### config.mk
export PLATFORM = sky130hd
export DESIGN_NAME = mic_top
export DESIGN_NICKNAME = d
export VERILOG_FILES = /design/src/verilog/mic_pkg.sv /design/src/verilog/mic_edge_det.sv /design/src/verilog/mic_prio.sv /design/src/verilog/mic_top.sv
export VERILOG_INCLUDE_DIRS = /design/src /design/src/verilog
export SDC_FILE = /design/constraint.sdc
export NUM_CORES = 1
export LEC_CHECK = 0
export BUFFER_PORTS_ARGS = -buffer_cell sky130_fd_sc_hd__buf_2
export CAP_MARGIN = 10
export CORE_UTILIZATION = 56
export DETAILED_ROUTE_END_ITERATION = 7
export PLACE_DENSITY = 0.84
export RECOVER_POWER = 25
export SYNTH_ARGS = -nofsm -noshare
export SYNTH_HDL_FRONTEND = slang
export SYNTH_SLANG_ARGS = --single-unit
### constraint.sdc
create_clock -name ref_clk -period 5.5 [get_ports ref_clk]
set_clock_uncertainty 0.2 [all_clocks]
set_input_delay 1.1 -clock ref_clk [delete_from_list [all_inputs] [get_ports ref_clk]]
set_output_delay 1.1 -clock ref_clk [all_outputs]
set_load 0.02 [all_outputs]
### src/verilog/mic_cfg.svh
/*
 Register offsets, field positions, reset values, edge codes and vector
 addresses of the interrupt controller.
 Assumes it is included by bare name; definitions only.
*/
`ifndef MIC_CFG_SVH
`define MIC_CFG_SVH
// Register map on the plain register port
`define MIC_ADDR_W 4
`define MIC_OFF_EDGE 4'h0
`define MIC_OFF_CTRL0 4'h1
`define MIC_OFF_CTRL1 4'h2
`define MIC_OFF_CTRL2 4'h3
`define MIC_OFF_TIMER0_MATCH_IRQ_CTRL 4'h4
`define MIC_OFF_TIMER12_MATCH_IRQ_CTRL_LARGE 4'h5
`define MIC_OFF_EEPROM_LOWVOLT_IRQ_CTRL 4'h6
`define MIC_OFF_CMPC 4'h7
`define MIC_RST_BYTE 8'h00
// Sub-register fields: high flag, low flag, high enable, low enable
`define MIC_B_FHI 5
`define MIC_B_FLO 4
`define MIC_B_EHI 1
`define MIC_B_ELO 0
`define MIC_B_T2_FA 7
`define MIC_B_T2_FP 6
`define MIC_B_T2_EA 3
`define MIC_B_T2_EP 2
`define MIC_TIMER0_MATCH_IRQ_CTRL_RSVD 8'hCC
// Control register 0 fields
`define MIC_B_MF0F 6
`define MIC_B_CPF 5
`define MIC_B_INT0F 4
`define MIC_B_MF0E 3
`define MIC_B_CPE 2
`define MIC_B_INT0E 1
`define MIC_B_EMI 0
// Edge select codes and field positions
`define MIC_EDGE_OFF 2'b00
`define MIC_EDGE_RISE 2'b01
`define MIC_EDGE_FALL 2'b10
`define MIC_EDGE_BOTH 2'b11
`define MIC_EDGE_W 2
`define MIC_B_EDGE1 2
`define MIC_B_EDGE0 0
// Sources in priority order, index 0 highest
`define MIC_NSRC 6
`define MIC_SRC_W 3
`define MIC_SRC_INT0 3'd0
`define MIC_SRC_CP 3'd1
`define MIC_SRC_MF0 3'd2
`define MIC_SRC_MF1 3'd3
`define MIC_SRC_MF2 3'd4
`define MIC_SRC_INT1 3'd5
`define MIC_SRC_MASK_SMALL 6'h3D
`define MIC_SRC_MASK_LARGE 6'h3F
// Member flags: T0P,T0A,T1P,T1A,T2P,T2A,LV,EE
`define MIC_NSUB 8
`define MIC_SUB_MASK_SMALL 8'hCF
`define MIC_SUB_MASK_LARGE 8'hFF
// Vector addresses
`define MIC_PC_W 13
`define MIC_VEC_INT0 13'h0004
`define MIC_VEC_CP 13'h0008
`define MIC_VEC_MF0 13'h000C
`define MIC_VEC_MF1 13'h0010
`define MIC_VEC_MF2 13'h0014
`define MIC_VEC_INT1 13'h0018
`endif

### src/verilog/mic_pkg.sv
/*
 Types shared by the interrupt controller files.
 Assumes mic_cfg.svh is on the include path.
*/
`include "mic_cfg.svh"
package mic_pkg;
    // Sequencer states, one-hot
    typedef enum logic [2:0] {
        MIC_ST_IDLE = 3'b001,
        MIC_ST_TAKE = 3'b010,
        MIC_ST_RET = 3'b100
    } mic_state_t;
    // Timer compare events, one bit per timer
    typedef struct packed {
        logic [2:0] cmpa;
        logic [2:0] cmpp;
    } mic_tm_evt_t;
    // Commands to the core program counter and stack
    typedef struct packed {
        logic ack;
        logic push;
        logic pop;
        logic pc_load;
        logic [`MIC_SRC_W-1:0] src;
        logic [`MIC_PC_W-1:0] pc_value;
        logic [`MIC_PC_W-1:0] push_value;
    } mic_core_out_t;
endpackage

### src/verilog/mic_edge_det.sv
/*
 Synchronises one asynchronous level and reports a selected edge as a
 one-cycle pulse. Assumes ref_clk and a synchronous active-low reset.
*/
`timescale 1ns/100ps
`include "mic_cfg.svh"
module mic_edge_det
    import mic_pkg::*;
(
    // Clock and reset
    input wire logic ref_clk,
    input wire logic rst_n,
    // Level and selection
    input wire logic async_in,
    input wire logic [`MIC_EDGE_W-1:0] edge_sel,
    input wire logic arm,
    // Edge pulse
    output logic evt
);
    logic meta_r, sync_r, prev_r;
    logic meta_nxt, sync_nxt, prev_nxt;
    logic rise, fall;

    // Two flops before any logic looks at the level
    always_comb begin
        meta_nxt = async_in;
        sync_nxt = meta_r;
        prev_nxt = sync_r;
    end

    always_ff @(posedge ref_clk) begin
        if (!rst_n) begin
            meta_r <= 1'b0;
            sync_r <= 1'b0;
            prev_r <= 1'b0;
        end else begin
            meta_r <= meta_nxt;
            sync_r <= sync_nxt;
            prev_r <= prev_nxt;
        end
    end

    // Edge match against the selected type; code 00 disables
    always_comb begin
        rise = sync_r & ~prev_r;
        fall = ~sync_r & prev_r;
        evt = 1'b0;
        case (edge_sel)
            `MIC_EDGE_RISE: evt = arm & rise;
            `MIC_EDGE_FALL: evt = arm & fall;
            `MIC_EDGE_BOTH: evt = arm & (rise | fall);
            default: evt = 1'b0;
        endcase
    end
endmodule

### src/verilog/mic_prio.sv
/*
 Fixed-priority picker: lowest index wins.
 Assumes a request vector from logic on the same clock.
*/
`timescale 1ns/100ps
`include "mic_cfg.svh"
module mic_prio #(
    parameter int N = `MIC_NSRC,
    parameter int W = `MIC_SRC_W
) (
    // Requests
    input wire logic [N-1:0] req,
    // Winner
    output logic any,
    output logic [W-1:0] idx
);
    // Walk down so that the lowest set index is the last to write
    always_comb begin
        any = |req;
        idx = '0;
        for (int i = N - 1; i >= 0; i--) begin
            if (req[i]) begin
                idx = W'(i);
            end
        end
    end
endmodule

### src/verilog/mic_top.sv
/*
 Interrupt controller: request flags and enables, multi-function grouping,
 external pin and comparator edge sources, vectoring to the core.
 Assumes peripheral events are one-cycle pulses on ref_clk, pins and the
 comparator output are asynchronous, and the core acts on the command
 struct in the cycle it is shown.
*/
// Summary of operation
// - First sub-register: timer 0 A/P flags bits 5/4, enables 1/0.
// - Second sub-register: timer 1 A/P flags bits 5/4, enables 1/0.
// - Larger variant adds timer 2 flags bits 7/6, enables 3/2.
// - Third sub-register: EEPROM/low-voltage flags bits 5/4, enables 1/0.
// - Source events set their flag regardless of the enable bit, except pin edges, which are armed only when enabled.
// - Vectoring happens only when the source enable is high.
// - Global enable low suppresses every interrupt.
// - On take, push next address and load the vector.
// - Return-from-interrupt pops the saved address into the counter.
// - Timer, EEPROM, low-voltage sources share grouped vectors.
// - Servicing clears the global enable, so no nesting.
// - Requests during service still set and keep their flags.
// - No acknowledge while the stack is full.
// - Any set request flag wakes the device.
// - Pin flag sets on a transition of the selected edge type.
// - Pin acts as interrupt only when enabled and configured input.
// - Servicing a pin interrupt clears its flag and global enable.
// - Edge control selects rising, falling, both, or disabled per pin.
// - Larger variant: comparator flag on output change, cleared on service.
// - Two-bit comparator edge field selects the triggering transitions.
// - Edge codes: 00 off, 01 rising, 10 falling, 11 both.
// - Group flag sets on a newly set member flag whose enable is high; service clears group only.
`timescale 1ns/100ps
`include "mic_cfg.svh"
module mic_top
    import mic_pkg::*;
#(
    parameter bit LARGE_VARIANT = 1'b1
) (
    // Clock and reset
    input wire logic ref_clk,
    input wire logic rst_n,
    // Register port
    input wire logic [`MIC_ADDR_W-1:0] reg_addr,
    input wire logic [7:0] reg_wdata,
    input wire logic reg_wr,
    input wire logic reg_rd,
    output logic [7:0] reg_rdata_r,
    // Peripheral events, one-cycle pulses
    input wire mic_tm_evt_t tm_evt,
    input wire logic eeprom_done_evt,
    input wire logic low_voltage_evt,
    // Asynchronous levels
    input wire logic [1:0] ext_pin_in,
    input wire logic [1:0] ext_pin_dir_in,
    input wire logic comparator_out,
    // Core side
    input wire logic [`MIC_PC_W-1:0] next_pc,
    input wire logic [`MIC_PC_W-1:0] stack_top,
    input wire logic stack_full,
    input wire logic return_from_interrupt,
    output mic_core_out_t core_r,
    output logic wake_r
);
    localparam logic [`MIC_NSRC-1:0] SRC_MASK = LARGE_VARIANT ? `MIC_SRC_MASK_LARGE : `MIC_SRC_MASK_SMALL;
    localparam logic [`MIC_NSUB-1:0] SUB_MASK = LARGE_VARIANT ? `MIC_SUB_MASK_LARGE : `MIC_SUB_MASK_SMALL;

    mic_state_t state_r, state_nxt;
    mic_core_out_t core_nxt;
    logic [`MIC_NSRC-1:0] src_flag_r, src_flag_nxt, src_en_r, src_en_nxt, src_evt, pend;
    logic [`MIC_NSUB-1:0] sub_flag_r, sub_flag_nxt, sub_en_r, sub_en_nxt, sub_evt, sub_rise;
    logic emi_r, emi_nxt, wake_nxt;
    logic [3:0] edge_r, edge_nxt;
    logic [`MIC_EDGE_W-1:0] cmp_edge_r, cmp_edge_nxt;
    logic [7:0] rdata_nxt;
    logic [1:0] ext_evt;
    logic cmp_evt, pick_any, take_now;
    logic [`MIC_SRC_W-1:0] pick_idx;
    logic [`MIC_PC_W-1:0] vec;

    // Pin sources armed only when enabled and configured as input
    mic_edge_det u_ext0 (
        .ref_clk(ref_clk),
        .rst_n(rst_n),
        .async_in(ext_pin_in[0]),
        .edge_sel(edge_r[`MIC_B_EDGE0 +: `MIC_EDGE_W]),
        .arm(src_en_r[`MIC_SRC_INT0] & ext_pin_dir_in[0]),
        .evt(ext_evt[0])
    );
    mic_edge_det u_ext1 (
        .ref_clk(ref_clk),
        .rst_n(rst_n),
        .async_in(ext_pin_in[1]),
        .edge_sel(edge_r[`MIC_B_EDGE1 +: `MIC_EDGE_W]),
        .arm(src_en_r[`MIC_SRC_INT1] & ext_pin_dir_in[1]),
        .evt(ext_evt[1])
    );
    // Comparator source exists only on the larger variant
    mic_edge_det u_cmp (
        .ref_clk(ref_clk),
        .rst_n(rst_n),
        .async_in(comparator_out),
        .edge_sel(cmp_edge_r),
        .arm(LARGE_VARIANT),
        .evt(cmp_evt)
    );

    // Pending requests, gated by each enable, picked by priority
    assign pend = src_flag_r & src_en_r & SRC_MASK;
    mic_prio u_prio (
        .req(pend),
        .any(pick_any),
        .idx(pick_idx)
    );
    // Stack full or a return in progress holds the acknowledge off
    assign take_now = (state_r == MIC_ST_IDLE) & emi_r & pick_any & ~stack_full & ~return_from_interrupt;

    // Each source has its own vector; grouped sources share one
    always_comb begin
        case (pick_idx)
            `MIC_SRC_INT0: vec = `MIC_VEC_INT0;
            `MIC_SRC_CP: vec = `MIC_VEC_CP;
            `MIC_SRC_MF0: vec = `MIC_VEC_MF0;
            `MIC_SRC_MF1: vec = `MIC_VEC_MF1;
            `MIC_SRC_MF2: vec = `MIC_VEC_MF2;
            `MIC_SRC_INT1: vec = `MIC_VEC_INT1;
            default: vec = `MIC_VEC_INT0;
        endcase
    end

    // Member events: T0P,T0A,T1P,T1A,T2P,T2A,LV,EE
    assign sub_evt = {eeprom_done_evt, low_voltage_evt, tm_evt.cmpa[2], tm_evt.cmpp[2],
                      tm_evt.cmpa[1], tm_evt.cmpp[1], tm_evt.cmpa[0], tm_evt.cmpp[0]} & SUB_MASK;

    // Register writes, service clears, then hardware sets win
    always_comb begin
        sub_flag_nxt = sub_flag_r;
        sub_en_nxt = sub_en_r;
        src_flag_nxt = src_flag_r;
        src_en_nxt = src_en_r;
        emi_nxt = emi_r;
        edge_nxt = edge_r;
        cmp_edge_nxt = cmp_edge_r;
        if (reg_wr) begin
            case (reg_addr)
                `MIC_OFF_EDGE: edge_nxt = reg_wdata[`MIC_B_EDGE1+`MIC_EDGE_W-1:`MIC_B_EDGE0];
                `MIC_OFF_CTRL0: begin
                    src_flag_nxt[`MIC_SRC_MF0] = reg_wdata[`MIC_B_MF0F];
                    src_flag_nxt[`MIC_SRC_CP] = reg_wdata[`MIC_B_CPF];
                    src_flag_nxt[`MIC_SRC_INT0] = reg_wdata[`MIC_B_INT0F];
                    src_en_nxt[`MIC_SRC_MF0] = reg_wdata[`MIC_B_MF0E];
                    src_en_nxt[`MIC_SRC_CP] = reg_wdata[`MIC_B_CPE];
                    src_en_nxt[`MIC_SRC_INT0] = reg_wdata[`MIC_B_INT0E];
                    emi_nxt = reg_wdata[`MIC_B_EMI];
                end
                `MIC_OFF_CTRL1: begin
                    src_flag_nxt[`MIC_SRC_MF2] = reg_wdata[`MIC_B_FHI];
                    src_flag_nxt[`MIC_SRC_MF1] = reg_wdata[`MIC_B_FLO];
                    src_en_nxt[`MIC_SRC_MF2] = reg_wdata[`MIC_B_EHI];
                    src_en_nxt[`MIC_SRC_MF1] = reg_wdata[`MIC_B_ELO];
                end
                `MIC_OFF_CTRL2: begin
                    src_flag_nxt[`MIC_SRC_INT1] = reg_wdata[`MIC_B_FHI];
                    src_en_nxt[`MIC_SRC_INT1] = reg_wdata[`MIC_B_EHI];
                end
                `MIC_OFF_TIMER0_MATCH_IRQ_CTRL: begin
                    sub_flag_nxt[1] = reg_wdata[`MIC_B_FHI];
                    sub_flag_nxt[0] = reg_wdata[`MIC_B_FLO];
                    sub_en_nxt[1] = reg_wdata[`MIC_B_EHI];
                    sub_en_nxt[0] = reg_wdata[`MIC_B_ELO];
                end
                `MIC_OFF_TIMER12_MATCH_IRQ_CTRL_LARGE: begin
                    sub_flag_nxt[3] = reg_wdata[`MIC_B_FHI];
                    sub_flag_nxt[2] = reg_wdata[`MIC_B_FLO];
                    sub_en_nxt[3] = reg_wdata[`MIC_B_EHI];
                    sub_en_nxt[2] = reg_wdata[`MIC_B_ELO];
                    sub_flag_nxt[5] = reg_wdata[`MIC_B_T2_FA];
                    sub_flag_nxt[4] = reg_wdata[`MIC_B_T2_FP];
                    sub_en_nxt[5] = reg_wdata[`MIC_B_T2_EA];
                    sub_en_nxt[4] = reg_wdata[`MIC_B_T2_EP];
                end
                `MIC_OFF_EEPROM_LOWVOLT_IRQ_CTRL: begin
                    sub_flag_nxt[7] = reg_wdata[`MIC_B_FHI];
                    sub_flag_nxt[6] = reg_wdata[`MIC_B_FLO];
                    sub_en_nxt[7] = reg_wdata[`MIC_B_EHI];
                    sub_en_nxt[6] = reg_wdata[`MIC_B_ELO];
                end
                `MIC_OFF_CMPC: cmp_edge_nxt = reg_wdata[`MIC_EDGE_W-1:0];
                default: ;
            endcase
        end
        // Service: clear the taken flag and the global enable
        if (take_now) begin
            src_flag_nxt[pick_idx] = 1'b0;
            emi_nxt = 1'b0;
        end
        // Member flags set regardless of enables; set beats a clear
        sub_flag_nxt = (sub_flag_nxt | sub_evt) & SUB_MASK;
        sub_en_nxt = sub_en_nxt & SUB_MASK;
        // A member flag newly set with its enable marks its group
        sub_rise = sub_flag_nxt & ~sub_flag_r & sub_en_nxt;
        src_evt = '0;
        src_evt[`MIC_SRC_INT0] = ext_evt[0];
        src_evt[`MIC_SRC_INT1] = ext_evt[1];
        src_evt[`MIC_SRC_CP] = cmp_evt;
        src_evt[`MIC_SRC_MF0] = |sub_rise[1:0];
        src_evt[`MIC_SRC_MF1] = |sub_rise[5:2];
        src_evt[`MIC_SRC_MF2] = |sub_rise[7:6];
        src_flag_nxt = (src_flag_nxt | src_evt) & SRC_MASK;
        src_en_nxt = src_en_nxt & SRC_MASK;
    end

    always_ff @(posedge ref_clk) begin
        if (!rst_n) begin
            sub_flag_r <= '0;
            sub_en_r <= '0;
            src_flag_r <= '0;
            src_en_r <= '0;
            emi_r <= 1'b0;
            edge_r <= '0;
            cmp_edge_r <= '0;
        end else begin
            sub_flag_r <= sub_flag_nxt;
            sub_en_r <= sub_en_nxt;
            src_flag_r <= src_flag_nxt;
            src_en_r <= src_en_nxt;
            emi_r <= emi_nxt;
            edge_r <= edge_nxt;
            cmp_edge_r <= cmp_edge_nxt;
        end
    end

    // Read data stands only in the cycle after the strobe
    always_comb begin
        rdata_nxt = `MIC_RST_BYTE;
        if (reg_rd) begin
            case (reg_addr)
                `MIC_OFF_EDGE: rdata_nxt[`MIC_B_EDGE1+`MIC_EDGE_W-1:`MIC_B_EDGE0] = edge_r;
                `MIC_OFF_CTRL0: begin
                    rdata_nxt[`MIC_B_MF0F] = src_flag_r[`MIC_SRC_MF0];
                    rdata_nxt[`MIC_B_CPF] = src_flag_r[`MIC_SRC_CP];
                    rdata_nxt[`MIC_B_INT0F] = src_flag_r[`MIC_SRC_INT0];
                    rdata_nxt[`MIC_B_MF0E] = src_en_r[`MIC_SRC_MF0];
                    rdata_nxt[`MIC_B_CPE] = src_en_r[`MIC_SRC_CP];
                    rdata_nxt[`MIC_B_INT0E] = src_en_r[`MIC_SRC_INT0];
                    rdata_nxt[`MIC_B_EMI] = emi_r;
                end
                `MIC_OFF_CTRL1: begin
                    rdata_nxt[`MIC_B_FHI] = src_flag_r[`MIC_SRC_MF2];
                    rdata_nxt[`MIC_B_FLO] = src_flag_r[`MIC_SRC_MF1];
                    rdata_nxt[`MIC_B_EHI] = src_en_r[`MIC_SRC_MF2];
                    rdata_nxt[`MIC_B_ELO] = src_en_r[`MIC_SRC_MF1];
                end
                `MIC_OFF_CTRL2: begin
                    rdata_nxt[`MIC_B_FHI] = src_flag_r[`MIC_SRC_INT1];
                    rdata_nxt[`MIC_B_EHI] = src_en_r[`MIC_SRC_INT1];
                end
                `MIC_OFF_TIMER0_MATCH_IRQ_CTRL: begin
                    rdata_nxt[`MIC_B_FHI] = sub_flag_r[1];
                    rdata_nxt[`MIC_B_FLO] = sub_flag_r[0];
                    rdata_nxt[`MIC_B_EHI] = sub_en_r[1];
                    rdata_nxt[`MIC_B_ELO] = sub_en_r[0];
                end
                `MIC_OFF_TIMER12_MATCH_IRQ_CTRL_LARGE: begin
                    rdata_nxt[`MIC_B_FHI] = sub_flag_r[3];
                    rdata_nxt[`MIC_B_FLO] = sub_flag_r[2];
                    rdata_nxt[`MIC_B_EHI] = sub_en_r[3];
                    rdata_nxt[`MIC_B_ELO] = sub_en_r[2];
                    rdata_nxt[`MIC_B_T2_FA] = sub_flag_r[5];
                    rdata_nxt[`MIC_B_T2_FP] = sub_flag_r[4];
                    rdata_nxt[`MIC_B_T2_EA] = sub_en_r[5];
                    rdata_nxt[`MIC_B_T2_EP] = sub_en_r[4];
                end
                `MIC_OFF_EEPROM_LOWVOLT_IRQ_CTRL: begin
                    rdata_nxt[`MIC_B_FHI] = sub_flag_r[7];
                    rdata_nxt[`MIC_B_FLO] = sub_flag_r[6];
                    rdata_nxt[`MIC_B_EHI] = sub_en_r[7];
                    rdata_nxt[`MIC_B_ELO] = sub_en_r[6];
                end
                `MIC_OFF_CMPC: rdata_nxt[`MIC_EDGE_W-1:0] = cmp_edge_r;
                default: rdata_nxt = `MIC_RST_BYTE;
            endcase
        end
    end

    // Sequencer: a return always wins over a new take in the same cycle
    always_comb begin
        state_nxt = MIC_ST_IDLE;
        core_nxt = '0;
        wake_nxt = (|src_flag_r) | (|sub_flag_r);
        case (state_r)
            MIC_ST_IDLE, MIC_ST_TAKE, MIC_ST_RET: begin
                if (return_from_interrupt) begin
                    state_nxt = MIC_ST_RET;
                    core_nxt.pop = 1'b1;
                    core_nxt.pc_load = 1'b1;
                    core_nxt.pc_value = stack_top;
                end else if (take_now) begin
                    state_nxt = MIC_ST_TAKE;
                    core_nxt.ack = 1'b1;
                    core_nxt.push = 1'b1;
                    core_nxt.push_value = next_pc;
                    core_nxt.pc_load = 1'b1;
                    core_nxt.pc_value = vec;
                    core_nxt.src = pick_idx;
                end
            end
            default: state_nxt = MIC_ST_IDLE;
        endcase
    end

    always_ff @(posedge ref_clk) begin
        if (!rst_n) begin
            state_r <= MIC_ST_IDLE;
            core_r <= '0;
            wake_r <= 1'b0;
            reg_rdata_r <= `MIC_RST_BYTE;
        end else begin
            state_r <= state_nxt;
            core_r <= core_nxt;
            wake_r <= wake_nxt;
            reg_rdata_r <= rdata_nxt;
        end
    end

    // Checks on the vectoring and flag behaviour
    property p_take_needs_emi;
        @(posedge ref_clk) disable iff (!rst_n) core_r.push |-> $past(emi_r);
    endproperty
    a_take_needs_emi: assert property (p_take_needs_emi) else $error("take while global enable low");
    property p_take_clears_emi;
        @(posedge ref_clk) disable iff (!rst_n) core_r.push |-> !emi_r ##1 !core_r.push;
    endproperty
    a_take_clears_emi: assert property (p_take_clears_emi) else $error("global enable kept after take");
    property p_no_take_stack_full;
        @(posedge ref_clk) disable iff (!rst_n) core_r.push |-> !$past(stack_full);
    endproperty
    a_no_take_stack_full: assert property (p_no_take_stack_full) else $error("take with stack full");
    property p_take_vectors;
        @(posedge ref_clk) disable iff (!rst_n)
            core_r.push |-> core_r.pc_load && core_r.push_value == $past(next_pc);
    endproperty
    a_take_vectors: assert property (p_take_vectors) else $error("take did not push next address");
    property p_return_from_interrupt_pops;
        @(posedge ref_clk) disable iff (!rst_n)
            return_from_interrupt |=> core_r.pop && core_r.pc_load && core_r.pc_value == $past(stack_top);
    endproperty
    a_return_from_interrupt_pops: assert property (p_return_from_interrupt_pops) else $error("return did not restore counter");
    property p_take_needs_enable;
        @(posedge ref_clk) disable iff (!rst_n)
            core_r.push |-> (($past(src_en_r & src_flag_r) >> core_r.src) & 6'h01) != 6'h00;
    endproperty
    a_take_needs_enable: assert property (p_take_needs_enable) else $error("take of disabled source");
    property p_event_sets_flag;
        @(posedge ref_clk) disable iff (!rst_n) (sub_evt != '0) |=> ((sub_flag_r & $past(sub_evt)) == $past(sub_evt));
    endproperty
    a_event_sets_flag: assert property (p_event_sets_flag) else $error("event lost its flag");
    property p_wake;
        @(posedge ref_clk) disable iff (!rst_n) ((|src_flag_r) || (|sub_flag_r)) |=> wake_r;
    endproperty
    a_wake: assert property (p_wake) else $error("no wake with flag set");
    property p_ext_cleared;
        @(posedge ref_clk) disable iff (!rst_n)
            core_r.push && core_r.src == `MIC_SRC_INT0 && !$past(ext_evt[0]) |-> !src_flag_r[`MIC_SRC_INT0];
    endproperty
    a_ext_cleared: assert property (p_ext_cleared) else $error("pin flag not cleared on service");
    property p_timer0_match_irq_ctrl_reserved;
        @(posedge ref_clk) disable iff (!rst_n)
            $past(reg_rd) && $past(reg_addr) == `MIC_OFF_TIMER0_MATCH_IRQ_CTRL |-> (reg_rdata_r & `MIC_TIMER0_MATCH_IRQ_CTRL_RSVD) == 8'h00;
    endproperty
    a_timer0_match_irq_ctrl_reserved: assert property (p_timer0_match_irq_ctrl_reserved) else $error("reserved bits read nonzero");
    c_take: cover property (@(posedge ref_clk) disable iff (!rst_n) core_r.push);
    c_take_group: cover property (@(posedge ref_clk) disable iff (!rst_n) core_r.push && core_r.src == `MIC_SRC_MF1);
    c_return_from_interrupt: cover property (@(posedge ref_clk) disable iff (!rst_n) core_r.push ##[1:20] core_r.pop);
endmodule

# --- After elaboration in Yosys (flattened, before gate mapping) ---
# Cells that the tools add are included.
totals:
  elab_cells: 155
  out_inout_bits: 42
  input_bits: 57
  register_bits: 89
op_classes:
  bitwise_logic: 41
  n_reduce_logical: 20
  n_lt_le_gt_ge: 2
  n_eq_ne: 24
  mux: 38
ops:
  columns: ["op", "n"]
  rows:
  - ["two-way mux 30 bit", 1]
  - ["one-hot mux 5 bit (5 select lines)", 1]
  - ["two-way mux 3 bit", 8]
  - ["bitwise AND 1 bit", 18]
  - ["bitwise AND 8 bit", 2]
  - ["equality test 4 x 3 -> 1 bit (second input constant)", 4]
  - ["two-way mux 8 bit", 2]
  - ["two-way mux 2 bit", 7]
  - ["AND reduction 2 bit", 7]
  - ["two-way mux 13 bit", 1]
  - ["bitwise AND 6 bit", 2]
  - ["equality test 2 bit (second input constant)", 6]
  - ["two-way mux 6 bit", 2]
  - ["OR reduction 6 bit", 2]
  - ["inverter 1 bit", 11]
  - ["equality test 3 x 2 -> 1 bit (second input constant)", 3]
  - ["equality test 3 bit (second input constant)", 3]
  - ["one-hot mux 1 bit (3 select lines)", 3]
  - ["equality test 4 x 2 -> 1 bit (second input constant)", 2]
  - ["two-way mux 4 bit", 2]
  - ["inverter 8 bit", 1]
  - ["OR 8 bit", 1]
  - ["one-hot mux 1 bit (8 select lines)", 1]
  - ["OR reduction 4 bit", 2]
  - ["other kinds (21)", 33]

# --- Longest topological paths before layout ---
# Gate-level depths: netlist of run 1.
depth:
  word_depth: 15
  depth_mapped: 7
  ltp_nobuf: 7

# --- Modules after synthesis ---
# From an unflattened synthesis of run 1, not the netlist that was laid out.
hier_totals:
  hier_cells: 413
  area_unflattened_um2: 3672.3
by_module_without_submodules:
  columns: ["module", "seq_area_each_um2", "cells_each", "instances", "area_each_um2"]
  rows:
  - ["mic_top", 1541.5, 358, 1, 3195.6]
  - ["mic_edge_det", 60.1, 15, 3, 141.4]
  - ["mic_prio", 0.0, 10, 1, 52.6]

# --- Worst setup path before layout of run 1 ---
# Ideal clock, no wire load.
synth_timing:
  path_kind: "input-to-reg"
  from: "input reg_addr[3]"
  to: "register src_flag_r[3]"
  path_buffers: 2
  slack_ns: 2.909
  setup_ns: 0.120
  required_ns: 5.180
  stages: 7
  arrival_ns: 2.271
  cell_sequence: "buf_6 nand3b_4 or2_4 buf_6 a31oi_1 o22ai_1 o31a_1"
synth_via:
  elab_chain_cells: 8
  word_cells_on_any_way: 15
  classes_between: "eq/ne (2); mux (7); bitwise (5); reduce/logical (1)"
synth_rtl:
  columns: ["element", "line", "text"]
  rows:
  - ["start, declared", "mic_top.sv:42", "input wire logic [`MIC_ADDR_W-1:0] reg_addr,"]
  - ["equality test 4 x 3 -> 1 bit", "mic_top.sv:143", "case (reg_addr)"]
  - ["two-way mux 4 bit", "mic_top.sv:143", null]
  - ["two-way mux 8 bit", "mic_top.sv:142", "if (reg_wr) begin"]
  - ["OR 8 bit", "mic_top.sv:196", "sub_flag_nxt = (sub_flag_nxt | sub_evt) & SUB_MASK;"]
  - ["bitwise AND 8 bit (2 in a row)", "mic_top.sv:199", "sub_rise = sub_flag_nxt & ~sub_flag_r & sub_en_nxt;"]
  - ["OR reduction 4 bit", "mic_top.sv:205", "src_evt[`MIC_SRC_MF1] = |sub_rise[5:2];"]
  - ["OR 6 bit (*)", "mic_top.sv:207", "src_flag_nxt = (src_flag_nxt | src_evt) & SRC_MASK;"]
  - ["end signal, assigned", "mic_top.sv:223", "src_flag_r <= src_flag_nxt;"]
  - ["end, declared", "mic_top.sv:68", "logic [`MIC_NSRC-1:0] src_flag_r, src_flag_nxt, src_en_r, src_en_nxt, src_evt, pend;"]
# Every way passes the cells marked *; elsewhere a longest branch is shown, timed or not.
# A chain may end at the register's enable or synchronous reset.

# --- Final worst setup path of run 1 ---
layout_timing:
  from: "input rst_n"
  to: "register wake_r"
layout_lines:
  columns: ["element", "line", "text"]
  rows:
  - ["start, declared", "mic_top.sv:40", "input wire logic rst_n,"]
  - ["end signal, assigned", "mic_top.sv:319", "wake_r <= wake_nxt;"]
  - ["end, declared", "mic_top.sv:61", "output logic wake_r"]
# No word-level cell between the ends.

==> impl_metrics.tcl, run 1 <==
set metrics [dict create \
    outcome "complete, no violations" \
    dp.final_hpwl_mm 6.75 \
    grt_pass1_vias 3221 \
    start_util 0.585 \
    numClockSinks 86 \
    yosysWarnings 0 \
    startpoint_type "primary input" \
    fillers 535 \
    synthCells 412 \
    fin_cells 578 \
    final_max_slew_viol_count 0 \
    numPortBuffers 98 \
    ant_nets 0 \
    ys_seq_area_frac 0.461 \
    ctsHoldBuffers 0 \
    power_density_nw_per_um2 276 \
    critPathBufInv 2 \
    antenna_found_initial 0 \
    synth.area.top_cells "dfxtp_1 (46%), mux2i_1 (7.8%), and2_1 (5.5%)" \
    cp.required_ns 5.56 \
    areaGrowthSynthToFinish_pct 16.3 \
    max_freq_ghz 0.331 \
    avgViaCountPerCell 5.81 \
    grt_use_total 0.285 \
    yosys.area.top_type_share 0.461 \
    cp-end-kind "register" \
    design.die.area_um2 7010 \
    worstPathMaxFanout 35 \
    cts_resized 0 \
    reg2reg_from "core_r[32]" \
    htreeDepth 3 \
    grt_max_degree 36 \
    dp_cells 562 \
    crit_path_top_delay_cell "clkinv_1" \
    ir_drop_v 0.000240 \
    postCtsSetupRepairBufs 0 \
    final_nets 559 \
    hold_start "u_ext1.meta_r" \
    synth-edff-count 0 \
    syn_nets 475 \
    cts_made_buffers 9 \
    synth_cell_types 53 \
    overflow 0 \
    wl_mm 9.39 \
    cts_buffer_depth 2 \
    slew_headroom 0.358 \
    clock_latency_ns 0.36 \
    drv_cap 0 \
    p_leak_nw 1.91 \
    die_h_um 83.7 \
    critPathTopFamily "buffers and inverters" \
    drive_above_1_share 0.216 \
    grt_pass1_wl_mm 15.7 \
    hold_depth 1 \
    path_cells "clkbuf_1 -> clkinv_1 -> a41oi_1" \
    cp.arrival_ns 3.08 \
    drc 0 \
    ff2ff_setup_slack_ns 3.38 \
    gp_congestion 0.923 \
    min_to "u_ext1.prev_nxt" \
    path_class "in2reg" \
    finalHoldViolations 0 \
    via_count 3359 \
    r2r-end "src_flag_r[3]" \
    firstDrtPassIters 5 \
    io_pins 99 \
    cts-root-buf "clkbuf_8" \
    setup_ws_ns 2.48 \
    rsz0062_at_grt "no" \
    synth_area_um2 3740 \
    num_antenna_cells 0 \
    die_x_um 83.7 \
    async_flop_share 0 \
    setup_viol_count_final 0 \
    wl_per_cell_um 16.3 \
    synth_flop_cell "dfxtp_1" \
    placementRows 29 \
    synth_top_cell_by_area "dfxtp_1" \
    tightestPinTransition_ns 0.956 \
    reg2regPathDepth 5 \
    cts_tree "built" \
    setup_tns_ns 0 \
    pre_cts_slack_ns 2.48 \
    ys_ff_latch 86 \
    path_clk_slew_ns 0.08 \
    finalCriticalPeriod_ns 3.02 \
    crit_path_max_incr_delay_ns 0.99 \
    core_um2 6390 \
    min_path_type "reg2reg" \
    drtIter0Drc 373 \
    synth.avg_cell_area_um2 9.07 \
    period_share 0.550 \
]
registers in the layout, summed over array words and instances (netlist names), 2 cells and up:
register / cells
core_r: 32
reg_rdata_r: 8
sub_en_r: 8
sub_flag_r: 8
src_en_r: 6
src_flag_r: 6
edge_r: 4
cmp_edge_r: 2
final cells by class:
class	instances	area (µm²)	area share
multi-input cells	281	1800	0.413
flip-flops and latches	86	1720	0.396
clock buffers	10	128	0.0294
repair buffers	98	460	0.106
well taps	77	96.3	0.0222
inverters	20	75.1	0.0173
clock inverters	6	68.8	0.0158
layout by cell type (no fill, tap or decap), types with 2 or more instances in the layout:
cell type and instances:
o211ai_1 3, nor3_1 10, inv_1 19, or2_1 2, nand2b_1 2, nand2_1 33, o21ai_0 14, a31o_2 3
a22o_1 5, and2_0 4, nand3_1 14, nor4b_1 2, a31oi_1 16, and3_1 2, or2_2 4, clkbuf_1 25
or3_1 2, ha_1 6, mux2_2 2, and2_1 29, o31a_1 3, or4_1 2, a221oi_1 2, buf_2 74
nor2b_1 3, dfxtp_1 86, inv_6 2, o22ai_1 4, a22oi_1 4, nor2_1 33, a21oi_1 25, mux2i_1 29
clkbuf_8 9, nor4_1 3, nor3_2 2
metal layers:
metal | wire length [µm] | track usage | vias up | part of all wire
met4 | 180 | 0.129 | 0 | 0.019
met5 | 0 | 0 | - | 0
met1 | 3850 | 0.357 | 1585 | 0.41
met3 | 745 | 0.0692 | 20 | 0.079
li1 | - | - | 1603 | -
met2 | 4620 | 0.463 | 151 | 0.49
through the flow:
step / hold WS, ns / area [µm²] / utilization / power [W]
final: 0.238 / 4350 / 0.681 / 0.00120
after global placement: 0.215 / 4180 / 0.655 / 0.000771
after floorplan: 0.212 / 3740 / - / 0.000730
after global routing: 0.273 / 4350 / 0.681 / 0.00125
after CTS: 0.237 / 4380 / 0.685 / 0.00121
after detailed placement: 0.217 / 4180 / 0.655 / 0.000775
power breakdown:
group / switching, W / internal, W / total, W
clock: 0.000227 / 0.000213 / 0.000440
sequential: 0.0000149 / 0.000639 / 0.000654
combinational: 0.0000648 / 0.0000424 / 0.000107
total: 0.000307 / 0.000895 / 0.00120
Yosys cell counts, types with 5 or more instances:
cell type	n
mux2i_1	29
buf_2	8
and2_1	33
nor2_1	33
a31oi_1	16
a22o_1	5
dfxtp_1	86
nand2_1	33
ha_1	6
inv_1	19
o21ai_0	14
nor3_1	10
nand3_1	14
clkbuf_1	10
a21oi_1	25
worst max path at each step:
| stage | start | endpoint | slack, ns | cells past startpoint |
|---|---|---|---|---|
| final | rst_n | wake_r | 2.48 | 3 |
| after global routing | rst_n | sub_flag_r[5] | 2.28 | 3 |
| after CTS | reg_addr[2] | src_flag_r[4] | 2.84 | 6 |
| after detailed placement | reg_addr[2] | src_flag_r[4] | 2.48 | 6 |
| after global placement | reg_addr[2] | src_flag_r[4] | 2.54 | 6 |
| after floorplan | reg_addr[3] | src_flag_r[3] | 2.91 | 7 |
logic make-up (layout without fill, tap and decap cells):
kind of cell,after synthesis,after routing,share of synthesized area
buffers and inverters,45,134,0.0589
flip-flops,86,86,0.461
adder cells (fa/ha/maj),6,6,0.0201
XOR/XNOR,2,2,0.00469
multiplexers,31,31,0.0837
AO/OA/AOI/OAI,86,86,0.146
AND/OR/NAND/NOR,156,156,0.226
Power figures use the tool's default switching activity.
==> inputs of run 2 (changes only) <==
- CORE_UTILIZATION: 56 -> 47
- PLACE_DENSITY: 0.84 -> 0.75
- clock period: 5.5 -> 2.76 ns (I/O delays scaled with it)
==> impl_metrics.tcl, run 2 (synthesis gave the netlist of run 1 again) <==
set metrics [dict create \
    final_common_cell "dfxtp_1" \
    placementRows 32 \
    numPortBuffers 98 \
    min_path_type "in2reg" \
    cts_tree "built" \
    rsz0062_at_grt "no" \
    wl_mm 9.40 \
    path_class "in2reg" \
    cp.arrival_ns 2.41 \
    dp.final_hpwl_mm 6.91 \
    cts_buffer_depth 2 \
    drive_above_1_share 0.230 \
    holdWs_ns 0.192 \
    hold_start "next_pc[2]" \
    grt_pass1_wl_mm 15.2 \
    drv_cap 0 \
    grt_pass1_vias 3092 \
    io_pins 99 \
    path_clk_slew_ns 0.09 \
    clock_latency_ns 0.35 \
    multi_input_area_um2 1800 \
    reg2reg_from "src_flag_r[2]" \
    setup_viol_count_final 0 \
    p_leak_nw 1.95 \
    start_util 0.484 \
    numClockSinks 86 \
    drtIter0Drc 227 \
    num_antenna_cells 0 \
    overflow 0 \
    power_density_nw_per_um2 541 \
    pre_cts_slack_ns 0.400 \
    top_register "core_r" \
    cp-end-kind "register" \
    worstPathMaxFanout 25 \
    areaGrowthSynthToFinish_pct 18.4 \
    core_um2 7730 \
    regArea_um2 1720 \
    postCtsSetupRepairBufs 0 \
    design.die.area_um2 8310 \
    final_nets 566 \
    cts_made_buffers 9 \
    placed_cell_area_um2 4260 \
    die_h_um 91.2 \
    largest_reg_flops 32 \
    htreeDepth 3 \
    final_cell_area_um2 4430 \
    final_cell_mix "dfxtp_1 (86), buf_2 (77), nand2_1 (33), nor2_1 (33), and2_1 (31)" \
    drc 0 \
    fillers 705 \
    die_x_um 91.2 \
    ir_drop_v 0.000319 \
    antenna_found_initial 0 \
    finalHoldViolations 0 \
    ant_nets 0 \
    period_share 0.847 \
    via_count 3308 \
    ctsHoldBuffers 0 \
    wl_per_cell_um 15.4 \
    grt_max_degree 26 \
    grt_use_total 0.234 \
    worstSetupStartpoint "rst_n" \
    final_max_slew_viol_count 0 \
    avgViaCountPerCell 5.42 \
    gp_congestion 0.979 \
    setup_tns_ns 0 \
    tightestPinTransition_ns 0.691 \
    finalCriticalPeriod_ns 2.34 \
    finalPower_w 0.00240 \
    cts_resized 0 \
    cts-root-buf "clkbuf_8" \
    setup_ws_ns 0.421 \
    max_freq_ghz 0.428 \
    startpoint_type "primary input" \
    outcome "complete, no violations" \
    firstDrtPassIters 5 \
    cp.required_ns 2.83 \
    slew_headroom 0.539 \
]
## run 2: cell count changes in the layout (fill, tap and decap cells not counted), sizes merged
cell and change:
buf +8, clkinv -1, clkinvlp +1, clkbuf -1
## run 2: worst paths after layout
check / cells past startpoint / endpoint / slack (ns)
worst min register to register: 1 / u_cmp.prev_nxt / 0.24
worst max register to register: 5 / src_flag_r[0] / 0.72
worst max-delay path: 5 / sub_flag_r[3] / 0.42
worst min-delay path: 2 / core_r[2] / 0.19
## run 2: metrics by stage
stage	instances	util
CTS	610	0.577
detailed placement	594	0.552
global route	610	0.573
floorplan	412	-
finish	610	0.573
global placement	594	0.552
## run 2: critical path: stages
cell,delay [ns]
buf_2,0.09
clkbuf_1,0.52
clkinv_1,0.54
clkbuf_2,0.46
a31oi_1,0.25
## run 2: area by class of cell
cell class                      instances  share of cell area
Sequential cell                        86               0.389
Clock buffer                           10              0.0288
Multi-Input combinational cell        281               0.406
Timing Repair Buffer                  105               0.115
Tap cell                              102              0.0288
Inverter                               20              0.0170
Clock inverter                          6              0.0153
## run 2: where the power goes
group          switching, W  leakage (nW)  internal [W]
Combinational      0.000130          1.16     0.0000877
Clock              0.000451        0.0933      0.000423
Sequential        0.0000294         0.700       0.00127
Total              0.000611          1.95       0.00179
## run 2: per-layer routing
layer  vias to the layer above  GRT usage  wire length (µm)
li1                       1609          -                 -
met1                      1536      0.304              4050
met2                       140      0.377              4430
met3                        23     0.0327               647
met4                         0      0.122               279
met5                         -          0                 0
==> inputs of run 3 (changes only) <==
- CORE_UTILIZATION: 47 -> 52
- PLACE_DENSITY: 0.75 -> 0.79
- clock period: 2.76 -> 2.4 ns (I/O delays scaled with it)
==> impl_metrics.tcl, run 3 (synthesis gave the netlist of run 1 again) <==
set metrics [dict create \
    outcome "complete, no violations" \
    fillers 602 \
    fin_cells 609 \
    rsz0062_at_grt "no" \
    dp_cells 594 \
    setup_viol_count_final 0 \
    ant_nets 0 \
    placementRows 30 \
    num_antenna_cells 0 \
    final_nets 572 \
    core_um2 6870 \
    overflow 0 \
    drv_cap 0 \
    slew_headroom 0.494 \
    tightestPinTransition_ns 0.760 \
    power_density_nw_per_um2 620 \
    critPathBufInv 4 \
    numPortBuffers 98 \
    start_util 0.544 \
    drive_above_1_share 0.246 \
    path_clk_slew_ns 0.09 \
    finalCriticalPeriod_ns 2.04 \
    die_x_um 86.8 \
    ff2ff_setup_slack_ns 0.46 \
    power_frac_seq 0.541 \
    post-route-util 0.650 \
    design.die.area_um2 7530 \
    drc 0 \
    p_sw_frac 0.258 \
    crit_top_cell "clkbuf_1" \
    p_sw_w 0.000716 \
    postCtsSetupRepairBufs 0 \
    finalHoldViolations 0 \
    placed_cell_area_um2 4300 \
    grt_pass1_wl_mm 15.0 \
    cts_made_buffers 9 \
    crit_path_max_incr_delay_ns 0.53 \
    avgViaCountPerCell 5.43 \
    grt_pass1_vias 3091 \
    wl_mm 9.45 \
    max_freq_ghz 0.490 \
    p_int_w 0.00206 \
    path_cells "clkbuf_1 -> clkbuf_1 -> clkinv_1 -> clkbuf_2 -> a41oi_1" \
    largest_reg_flops 32 \
    cp.required_ns 2.47 \
    cts_tree "built" \
    holdWs_ns 0.115 \
    cp.arrival_ns 2.11 \
    firstDrtPassIters 4 \
    crit_path_top_delay_cell "clkbuf_1" \
    numClockSinks 86 \
    cts_resized 0 \
    gp_congestion 0.919 \
    dp.final_hpwl_mm 6.99 \
    min_path_type "in2reg" \
    antenna_found_initial 0 \
    final_cell_mix "dfxtp_1 (86), buf_2 (80), nand2_1 (33), nor2_1 (33), and2_1 (30)" \
    top_register "core_r" \
    die_h_um 86.8 \
    ctsHoldBuffers 0 \
    path_class "in2reg" \
    grt_use_total 0.264 \
    final_max_slew_viol_count 0 \
    grt_max_degree 36 \
    htreeDepth 3 \
    final_common_cell "dfxtp_1" \
    cts-root-buf "clkbuf_8" \
    final_cell_area_um2 4470 \
    combPwrFrac 0.092 \
    clock_latency_ns 0.35 \
    critPathTopFamily "buffers and inverters" \
    worstPathMaxFanout 35 \
    setup_tns_ns 0 \
    p_leak_nw 2.00 \
    io_pins 99 \
    areaGrowthSynthToFinish_pct 19.5 \
    startpoint_type "primary input" \
    via_count 3305 \
    wl_per_cell_um 15.5 \
    ir_drop_v 0.000442 \
    clockPowerShare 0.367 \
    cts_buffer_depth 2 \
    cp-end-kind "register" \
    drtIter0Drc 266 \
    period_share 0.850 \
]
[run 3: final timing paths]
kind,startpoint,endpoint,cells past startpoint
worst max-delay path,rst_n,wake_r,5
worst max register to register,src_flag_r[3],src_flag_r[0],5
worst min-delay path,stack_top[12],core_r[25],2
worst min register to register,u_cmp.meta_r,u_cmp.prev_nxt,1
[run 3: power groups by stage]
stage | clock network (W) | logic, W | registers [W]
floorplan | 0 | 0.000137 | 0.00154
global placement | 0 | 0.000252 | 0.00153
detailed placement | 0 | 0.000257 | 0.00153
CTS | 0.00104 | 0.000258 | 0.00150
global route | 0.00111 | 0.000282 | 0.00150
finish | 0.00102 | 0.000255 | 0.00150
[run 3: per-stage QoR]
| step | worst slack [ns] | power [W] |
|---|---|---|
| after CTS | 0.453 | 0.00279 |
| after floorplan | 0.429 | 0.00167 |
| after global placement | 0.273 | 0.00178 |
| final | 0.360 | 0.00277 |
| after global routing | 0.179 | 0.00289 |
| after detailed placement | 0.234 | 0.00179 |
[run 3: per-layer routing]
| metal | track usage | part of all wire | routed length, µm |
|---|---|---|---|
| met1 | 0.358 | 0.45 | 4220 |
| met2 | 0.411 | 0.47 | 4470 |
| met3 | 0.0438 | 0.063 | 592 |
| met4 | 0.126 | 0.018 | 167 |
| met5 | 0 | 0 | 0 |
[run 3: final cells by class]
| type | instances | area, µm² | area share |
|---|---|---|---|
| Clock buffer | 9 | 124 | 0.0277 |
| Clock inverter | 6 | 71.3 | 0.0160 |
| Inverter | 20 | 75.1 | 0.0168 |
| Multi-Input combinational cell | 281 | 1800 | 0.402 |
| Sequential cell | 86 | 1720 | 0.385 |
| Tap cell | 96 | 120 | 0.0269 |
| Timing Repair Buffer | 111 | 559 | 0.125 |
